==> config.mk <==
export PLATFORM = sky130hd
export DESIGN_NAME = scr_regs
export DESIGN_NICKNAME = d
export VERILOG_FILES = /design/src/logic/scr_pkg.sv /design/src/logic/scr_regs.sv
export SDC_FILE = /design/constraint.sdc
export NUM_CORES = 1
export LEC_CHECK = 0
export ABC_AREA = 1
export BUFFER_PORTS_ARGS = -buffer_cell sky130_fd_sc_hd__buf_2
export CORE_ASPECT_RATIO = 0.9
export CORE_MARGIN = 5
export CORE_UTILIZATION = 25
export DETAILED_ROUTE_END_ITERATION = 8
export SETUP_SLACK_MARGIN = 0.4
export SYNTH_ARGS = -nofsm -noshare
export SYNTH_HDL_FRONTEND = slang
export SYNTH_SLANG_ARGS = --single-unit
==> constraint.sdc <==
create_clock -name i_core_clk -period 3 [get_ports i_core_clk]
set_clock_uncertainty 0.15 [all_clocks]
set_input_delay 0.3 -clock i_core_clk [delete_from_list [all_inputs] [get_ports i_core_clk]]
set_output_delay 0.3 -clock i_core_clk [all_outputs]
set_load 0.02 [all_outputs]
==> src/logic/scr_pkg.sv <==
/*
 * Package for the system control register bank: offsets, field positions,
 * reset values, rate and oversampling encodings, timing constants.
 * Assumes a single 25 MHz core clock shared by every user of the package.
 */
package scr_pkg;

	// register offsets on the internal register port
	localparam logic [7:0] SCR_OFS_RATE_MODE = 8'h2A;
	localparam logic [7:0] SCR_OFS_POWER     = 8'h2B;
	localparam logic [7:0] SCR_OFS_WAKE_PIN  = 8'h2C;

	// reset values
	localparam logic [7:0] SCR_RST_RATE_MODE = 8'h00;
	localparam logic [7:0] SCR_RST_POWER     = 8'h00;
	localparam logic [7:0] SCR_RST_WAKE_PIN  = 8'h00;

	// writable bits; the rest read as zero
	localparam logic [7:0] SCR_MASK_POWER    = 8'hDF;
	localparam logic [7:0] SCR_MASK_WAKE_PIN = 8'h7B;

	// field positions in rate_and_mode_control
	localparam int SCR_B_ACTIVE     = 0;
	localparam int SCR_B_FAST_READ  = 1;
	localparam int SCR_B_LOW_NOISE  = 2;
	localparam int SCR_B_DR_LO      = 3;
	localparam int SCR_B_SLP_LO     = 6;
	// field positions in power_scheme_control
	localparam int SCR_B_WAKE_OS_LO = 0;
	localparam int SCR_B_AUTO_SLEEP = 2;
	localparam int SCR_B_SLEEP_OS_LO = 3;
	localparam int SCR_B_SOFT_RST   = 6;
	localparam int SCR_B_SHIFT_CHK  = 7;
	// field positions in wake_and_pin_control
	localparam int SCR_B_DRIVE      = 0;
	localparam int SCR_B_POLARITY   = 1;
	localparam int SCR_B_WAKE_LO    = 3;

	// data rate codes, 800 Hz down to 1.56 Hz
	localparam logic [2:0] SCR_DR_800  = 3'h0;
	localparam logic [2:0] SCR_DR_400  = 3'h1;
	localparam logic [2:0] SCR_DR_200  = 3'h2;
	localparam logic [2:0] SCR_DR_100  = 3'h3;
	localparam logic [2:0] SCR_DR_50   = 3'h4;
	localparam logic [2:0] SCR_DR_12P5 = 3'h5;
	localparam logic [2:0] SCR_DR_6P25 = 3'h6;
	localparam logic [2:0] SCR_DR_1P56 = 3'h7;
	// sleep codes map onto the four slowest rate codes, 4 to 7
	localparam logic [2:0] SCR_SLEEP_BASE = 3'h4;

	// oversampling schemes
	typedef enum logic [1:0] {
		SCR_OS_NORMAL    = 2'h0,
		SCR_OS_LNLP      = 2'h1,
		SCR_OS_HIGH_RES  = 2'h2,
		SCR_OS_LOW_POWER = 2'h3
	} scr_os_e;

	// core clock and inactivity step timing
	localparam int SCR_CLK_HZ          = 25_000_000;
	localparam int SCR_STEP_MS         = 320;
	localparam int SCR_STEP_SLOW_MS    = 640;
	localparam int SCR_STEP_CYCLES      = SCR_CLK_HZ / 1000 * SCR_STEP_MS;
	localparam int SCR_STEP_SLOW_CYCLES = SCR_CLK_HZ / 1000 * SCR_STEP_SLOW_MS;
	// boot length after a soft reset, in cycles
	localparam int SCR_BOOT_CYCLES     = 4;

	// register port request
	typedef struct packed {
		logic       wr;
		logic       rd;
		logic [7:0] addr;
		logic [7:0] wdata;
	} scr_req_s;

	// effective operating configuration
	typedef struct packed {
		logic       active;
		logic       sleeping;
		logic [2:0] rate;
		logic [1:0] os_mode;
		logic [10:0] os_ratio;
		logic       low_noise;
		logic       fast_read;
		logic       shift_check;
	} scr_cfg_s;

endpackage

==> src/logic/scr_regs.sv <==
/*
 * System control register bank of the accelerometer: rate/mode, power
 * scheme and wake/interrupt-pin registers, auto-sleep timer and soft reset.
 * Assumes the serial interface decodes the bus into one-cycle read/write
 * strobes on the core clock and honours o_comm_rst while it is high.
 * The 4g clamp, the self-test shift and the fast-read pointer skip live in
 * the sensing path and the serial interface; this block only holds and
 * forwards their selects on o_cfg.
 */
module scr_regs
	import scr_pkg::*;
#(
	parameter int STEP_CYCLES      = SCR_STEP_CYCLES,
	parameter int STEP_SLOW_CYCLES = SCR_STEP_SLOW_CYCLES
) (
	input  wire logic     i_core_clk,
	input  wire logic     i_srst,
	input  wire scr_req_s i_req,
	input  wire logic [7:0] i_inactivity_count,
	input  wire logic [3:0] i_func_event,
	input  wire logic [3:0] i_func_irq,
	input  wire logic     i_irq_raw,
	output logic [7:0]    o_rdata,
	output logic          o_rvalid,
	output scr_cfg_s      o_cfg,
	output logic          o_comm_rst,
	output logic          o_irq_out,
	output logic          o_irq_oe
);

	logic [7:0]  rate_mode;
	logic [7:0]  power;
	logic [7:0]  wake_pin;
	logic        sleeping;
	logic [2:0]  boot_cnt;
	logic        booting;
	logic [31:0] step_cnt;
	logic [7:0]  steps;
	logic        wr_rate;
	logic        wr_power;
	logic        wr_wake;
	logic        soft_rst;
	logic        any_rst;
	logic [2:0]  next_rate;
	logic [1:0]  next_os;
	logic        wake_hit;
	logic [31:0] step_len;
	logic        timer_clr;
	logic        step_wrap;
	logic        irq_level;

	// oversampling ratio per scheme and rate code; a plain table, since the
	// high resolution column does not double evenly from row to row
	function automatic logic [10:0] os_ratio_of(input logic [1:0] os, input logic [2:0] dr);
		logic [10:0] r;
		r = 11'h002;
		unique case (scr_os_e'(os))
			SCR_OS_NORMAL: begin
				unique case (dr)
					SCR_DR_800:  r = 11'h002;
					SCR_DR_400,
					SCR_DR_200,
					SCR_DR_100,
					SCR_DR_50:   r = 11'h004;
					SCR_DR_12P5: r = 11'h010;
					SCR_DR_6P25: r = 11'h020;
					SCR_DR_1P56: r = 11'h080;
				endcase
			end
			SCR_OS_LNLP: begin
				unique case (dr)
					SCR_DR_800:  r = 11'h002;
					SCR_DR_400,
					SCR_DR_200,
					SCR_DR_100,
					SCR_DR_50,
					SCR_DR_12P5: r = 11'h004;
					SCR_DR_6P25: r = 11'h008;
					SCR_DR_1P56: r = 11'h020;
				endcase
			end
			SCR_OS_HIGH_RES: begin
				unique case (dr)
					SCR_DR_800:  r = 11'h002;
					SCR_DR_400:  r = 11'h004;
					SCR_DR_200:  r = 11'h008;
					SCR_DR_100:  r = 11'h010;
					SCR_DR_50:   r = 11'h020;
					SCR_DR_12P5: r = 11'h080;
					SCR_DR_6P25: r = 11'h100;
					SCR_DR_1P56: r = 11'h400;
				endcase
			end
			SCR_OS_LOW_POWER: begin
				unique case (dr)
					SCR_DR_800,
					SCR_DR_400,
					SCR_DR_200,
					SCR_DR_100,
					SCR_DR_50,
					SCR_DR_12P5: r = 11'h002;
					SCR_DR_6P25: r = 11'h004;
					SCR_DR_1P56: r = 11'h010;
				endcase
			end
		endcase
		return r;
	endfunction

	// one write strobe per register; a write to any other offset is dropped
	assign wr_rate  = i_req.wr && i_req.addr == SCR_OFS_RATE_MODE;
	assign wr_power = i_req.wr && i_req.addr == SCR_OFS_POWER;
	assign wr_wake  = i_req.wr && i_req.addr == SCR_OFS_WAKE_PIN;
	assign soft_rst = wr_power && i_req.wdata[SCR_B_SOFT_RST];
	assign any_rst  = i_srst || soft_rst;

	// boot sequence after a soft reset; writes are dropped while it runs,
	// so a host that keeps writing cannot undo the reload
	always_ff @(posedge i_core_clk) begin
		if (i_srst) begin
			boot_cnt <= 3'h0;
			booting  <= 1'b0;
		end else if (soft_rst) begin
			boot_cnt <= 3'(SCR_BOOT_CYCLES);
			booting  <= 1'b1;
		end else if (booting) begin
			boot_cnt <= boot_cnt - 3'h1;
			if (boot_cnt == 3'h1)
				booting <= 1'b0;
		end
	end

	// serial logic held in reset during boot
	always_ff @(posedge i_core_clk) begin
		if (i_srst)
			o_comm_rst <= 1'b0;
		else
			o_comm_rst <= soft_rst || (booting && boot_cnt != 3'h1);
	end

	// rate and mode register; while active only the mode bit moves, so the
	// sensing path never sees a low noise or fast read change mid-measurement, and sees a rate change only on sleep or wake
	always_ff @(posedge i_core_clk) begin
		if (any_rst) begin
			rate_mode <= SCR_RST_RATE_MODE;
		end else if (wr_rate && !booting) begin
			if (rate_mode[SCR_B_ACTIVE])
				rate_mode[SCR_B_ACTIVE] <= i_req.wdata[SCR_B_ACTIVE];
			else
				rate_mode <= i_req.wdata;
		end
	end

	// power scheme register
	always_ff @(posedge i_core_clk) begin
		if (any_rst)
			power <= SCR_RST_POWER;
		else if (wr_power && !booting)
			// reserved and reset bits never stored
			power <= i_req.wdata & SCR_MASK_POWER & ~(8'h01 << SCR_B_SOFT_RST);
	end

	// wake and pin register
	always_ff @(posedge i_core_clk) begin
		if (any_rst)
			wake_pin <= SCR_RST_WAKE_PIN;
		else if (wr_wake && !booting)
			wake_pin <= i_req.wdata & SCR_MASK_WAKE_PIN;
	end

	// read port; data follows the address every cycle and is taken the cycle
	// after the read strobe; the soft reset bit is never stored, so it reads zero
	always_ff @(posedge i_core_clk) begin
		if (any_rst) begin
			o_rdata  <= 8'h00;
			o_rvalid <= 1'b0;
		end else begin
			o_rvalid <= i_req.rd;
			unique case (i_req.addr)
				SCR_OFS_RATE_MODE: o_rdata <= rate_mode;
				SCR_OFS_POWER:     o_rdata <= power;
				SCR_OFS_WAKE_PIN:  o_rdata <= wake_pin;
				default:           o_rdata <= 8'h00;
			endcase
		end
	end

	// a function with its wake-on bit clear still runs, it just cannot wake
	// only enabled functions wake; relies on host enabling irq
	assign wake_hit = |(i_func_irq & wake_pin[SCR_B_WAKE_LO +: 4]);
	// slowest rate uses the longer step
	assign step_len = (rate_mode[SCR_B_DR_LO +: 3] == SCR_DR_1P56) ?
		32'(STEP_SLOW_CYCLES) : 32'(STEP_CYCLES);
	// last cycle of one inactivity step
	assign step_wrap = step_cnt >= step_len - 32'h1;
	// auto-sleep enable gates the timer
	// standby or a cleared enable holds the timer at zero, so a later
	// enable always starts a full inactivity period
	assign timer_clr = any_rst || !rate_mode[SCR_B_ACTIVE] || !power[SCR_B_AUTO_SLEEP];

	// inactivity timer and sleep state; sleep is entered one cycle after
	// the last whole step ends
	always_ff @(posedge i_core_clk) begin
		if (timer_clr) begin
			sleeping <= 1'b0;
			step_cnt <= 32'h0;
			steps    <= 8'h00;
		end else if (sleeping) begin
			// wake wins; timer restarts from zero
			if (wake_hit) begin
				sleeping <= 1'b0;
				step_cnt <= 32'h0;
				steps    <= 8'h00;
			end
		end else if (|i_func_event) begin
			// any monitored event restarts the timer
			step_cnt <= 32'h0;
			steps    <= 8'h00;
		end else if (steps >= i_inactivity_count) begin
			sleeping <= 1'b1;
		end else if (step_wrap) begin
			step_cnt <= 32'h0;
			steps    <= steps + 8'h01;
		end else begin
			step_cnt <= step_cnt + 32'h1;
		end
	end

	// sleep codes 50, 12.5, 6.25, 1.56 Hz
	// data rate code used when awake
	assign next_rate = sleeping ? SCR_SLEEP_BASE + {1'b0, rate_mode[SCR_B_SLP_LO +: 2]}
		: rate_mode[SCR_B_DR_LO +: 3];
	// scheme per wake or sleep state
	assign next_os = sleeping ? power[SCR_B_SLEEP_OS_LO +: 2] : power[SCR_B_WAKE_OS_LO +: 2];

	// effective configuration to the sensing path
	// registered so that rate, scheme and ratio change with the sleep flag
	always_ff @(posedge i_core_clk) begin
		if (i_srst) begin
			o_cfg <= '0;
		end else begin
			o_cfg.active      <= rate_mode[SCR_B_ACTIVE];
			o_cfg.sleeping    <= sleeping;
			o_cfg.rate        <= next_rate;
			o_cfg.os_mode     <= next_os;
			o_cfg.os_ratio    <= os_ratio_of(next_os, next_rate);
			o_cfg.low_noise   <= rate_mode[SCR_B_LOW_NOISE];
			o_cfg.fast_read   <= rate_mode[SCR_B_FAST_READ];
			o_cfg.shift_check <= power[SCR_B_SHIFT_CHK];
		end
	end

	// asserted level follows the polarity select
	assign irq_level = wake_pin[SCR_B_POLARITY] ? i_irq_raw : !i_irq_raw;

	// interrupt pad: polarity and driver type; in open drain the pad only
	// drives while asserted and the shared line's pull sets the idle level
	always_ff @(posedge i_core_clk) begin
		if (i_srst) begin
			o_irq_out <= 1'b1;
			o_irq_oe  <= 1'b1;
		end else begin
			o_irq_out <= irq_level;
			// open drain drives only the asserted level
			o_irq_oe  <= !wake_pin[SCR_B_DRIVE] || i_irq_raw;
		end
	end

endmodule

==> impl_metrics.tcl <==
set metrics [dict create \
    r2r_slack_ns 0.68 \
    rsz0062_at_grt "no" \
    vdd.ir_drop.worst_v 0.0002758 \
    drv_cap 0 \
    track_usage 0.1134 \
    cts_root_buf "clkbuf_16" \
    initial_core_util 0.2539 \
    p_int_uw 1953 \
    synth_top_area_frac 0.3869 \
    coreArea_sq_um 19160 \
    syn_area_sq_um 4863 \
    end_kind "flip-flop" \
    worstPathArrival_ns 2.46 \
    final-setup-viol-count 0 \
    p_per_area_nw_per_um2 435.6 \
    swShare 0.2195 \
    synth_area_leader_cell "dfxtp_1" \
    grt_pass1_wl_microns 20560 \
    final_nets 836 \
    required_ns 3.14 \
    htreeDepth 3 \
    drc 0 \
    ys_seq_area_frac 0.3869 \
    clockPowerShare 0.467 \
    fillers 2076 \
    vias 4509 \
    die-area_sq_um 22350 \
    syn_to_final_growth_pct 18.11 \
    rows 48 \
    antenna_left 0 \
    die_x_microns 157.0 \
    gp_congestion 0.8457 \
    fin_crit_ns 2.323 \
    p_comb_frac 0.033 \
    r2r_cells 13 \
    min_from "i_irq_raw" \
    status "complete, no violations" \
    r2r_start "rate_mode[5]$_SDFFE_PP0P_" \
    ys.flop_type "dfxtp_1" \
    diodes 0 \
    viasPerCell 4.357 \
    p_switching_uw 549.3 \
    fin_tns_setup_ns 0 \
    die_height_microns 142.3 \
    clk_pin_slew_worst_paths_ns 0.07 \
    drt_iter0_markers 272 \
    whs_ns 0.007866 \
    grt_pass1_vias 4120 \
    fin_crit_sh 0.7744 \
    ys_types 40 \
    yosys-top-cells-area "dfxtp_1 (39%), nand2_1 (12%), inv_1 (8.1%), nor2_1 (8.0%), nand3_1 (6.6%)" \
    synth-seq-cells 94 \
    hold_violations 0 \
    min_path_type "primary input to flip-flop" \
    drive_gt1_frac 0.1554 \
    grt_max_degree 27 \
    gr-total-overflow 0 \
    max_freq_mhz 430.5 \
    place.port_buffers 66 \
    synth_area_per_cell_sq_um 6.812 \
    cp_max_fo 9 \
    yosys_warnings 0 \
    synth_common_cells "nand2_1 (160), inv_1 (105), nor2_1 (104)" \
    min_to "o_irq_out$_SDFF_PP1_" \
    power_uw 2502 \
    slew_viol_final 0 \
    antenna_found_initial 0 \
    numCtsBuffers 9 \
    r2r-end "step_cnt[22]$_SDFFE_PP0P_" \
    routedWlPerCell_microns 11.92 \
    dp_hpwl_microns 9290 \
    drt_wl_total_microns 12330 \
    setup.worst_path.start_class "flip-flop" \
    yosysMostFrequentCell "nand2_1" \
    syn_inst 714 \
    leakage_uw 0.002574 \
    first_pass_iters 5 \
    worstHoldPathCells 2 \
    cts_tree "done" \
    critical_path_class "flip-flop to flip-flop" \
    seqPwrFrac 0.500 \
    io_pins 70 \
    async_reset_ff_frac 0 \
    synth_edf_count 0 \
    cts_max_path_buffers 2 \
    clock_latency_ns 0.35 \
    clock-sinks 94 \
]
-- power by group through the flow --
stage	Clock [uW]	Sequential, uW	Combinational (uW)
floorplan	0	1280	43.4
global placement	0	1280	81.7
detailed placement	0	1280	82.5
CTS	1190	1250	83.9
global route	1250	1250	95.1
finish	1170	1250	83.6
-- flip-flops by register name, summed over array words and instances (netlist names), 3 cells and up --
signal,flops
boot_cnt,3
o_rdata,8
o_cfg,18
steps,8
step_cnt,32
rate_mode,8
power,6
wake_pin,6
-- kinds of logic (layout without fill, tap and decap cells) --
family          Yosys count  count (layout)  share of synthesized area
xor+xnor                  5               5                   0.009004
other cells               1               3                  0.0007711
flops                    94              94                     0.3869
simple gates            381             381                     0.3414
compound gates           80              80                    0.09468
buf+inv                 134             203                     0.1183
fa+ha+maj                19              19                    0.04888
-- worst max-delay path, stage by stage, from the launching register on --
cell	delay [ns]
dfxtp_1	0.36
inv_1	0.09
nor3_4	0.25
inv_2	0.09
ha_1	0.29
and3_1	0.16
o21ai_0	0.16
inv_1	0.05
nand2_1	0.06
nand2_1	0.09
nand2_4	0.13
buf_4	0.19
nand3_1	0.09
nor2_1	0.09
-- area by class of cell --
type	instances	area, sq um	share of cell area
Clock buffer	11	242.7	0.04226
Sequential cell	94	1882	0.3276
Multi-Input combinational cell	488	2432	0.4234
Inverter	113	424.2	0.07384
Timing Repair Buffer	74	392.9	0.06839
Clock inverter	5	57.56	0.01002
Tap cell	250	312.8	0.05445
-- cells in the final DEF (no fill, tap or decap), drive strengths merged, types with 2 or more instances in the layout --
cell type,n
ha,19
buf,73
nor3b,3
clkinv,3
o21ai,23
nand2,166
o22ai,3
nand3,65
nor3,20
conb,3
o221ai,2
nand4,10
xor2,5
nor2,111
nand3b,3
a211oi,6
a21oi,42
clkbuf,11
inv,114
dfxtp,94
-- metal layers --
layer / track usage / part of all wire / routed length [microns] / vias up
li1: - / - / - / 2387
met1: 0.1525 / 0.48 / 5942 / 2026
met2: 0.1859 / 0.46 / 5726 / 87
met3: 0.02432 / 0.044 / 542 / 9
met4: 0.02897 / 0.0099 / 122 / 0
met5: 0 / 0 / 0 / -
-- per-stage QoR --
stage / setup WS, ns / std cells / area, sq um / util
after floorplan: 0.7478 / 716 / 4871 / -
after global placement: 0.5077 / 1018 / 5415 / 0.2827
after detailed placement: 0.4231 / 1018 / 5415 / 0.2827
after CTS: 0.4018 / 1035 / 5725 / 0.2989
after global routing: 0.4253 / 1035 / 5744 / 0.2998
final: 0.6769 / 1035 / 5744 / 0.2998
-- worst max-delay path by stage --
stage | end | depth (start not counted) | startpoint | slack [ns]
after floorplan | step_cnt[24]$_SDFFE_PP0P_ | 13 | rate_mode[3]$_SDFFE_PP0P_ | 0.75
after global placement | step_cnt[21]$_SDFFE_PP0P_ | 14 | rate_mode[3]$_SDFFE_PP0P_ | 0.51
after detailed placement | step_cnt[22]$_SDFFE_PP0P_ | 14 | rate_mode[3]$_SDFFE_PP0P_ | 0.42
after CTS | step_cnt[22]$_SDFFE_PP0P_ | 14 | rate_mode[3]$_SDFFE_PP0P_ | 0.40
after global routing | step_cnt[1]$_SDFFE_PP0P_ | 13 | rate_mode[5]$_SDFFE_PP0P_ | 0.43
final | step_cnt[22]$_SDFFE_PP0P_ | 13 | rate_mode[5]$_SDFFE_PP0P_ | 0.68
-- timing repair --
| item | 4_1_cts | 5_1_grt |
|---|---|---|
| buffers inserted | 0 | 0 |
| resized for setup | 0 | 6 |
| hold buffers | 1 | 0 |
| endpoints found under the hold margin | 1 | 0 |
| setup endpoints to repair | 0 | 33 |
(Power assumes the default switching activity.)
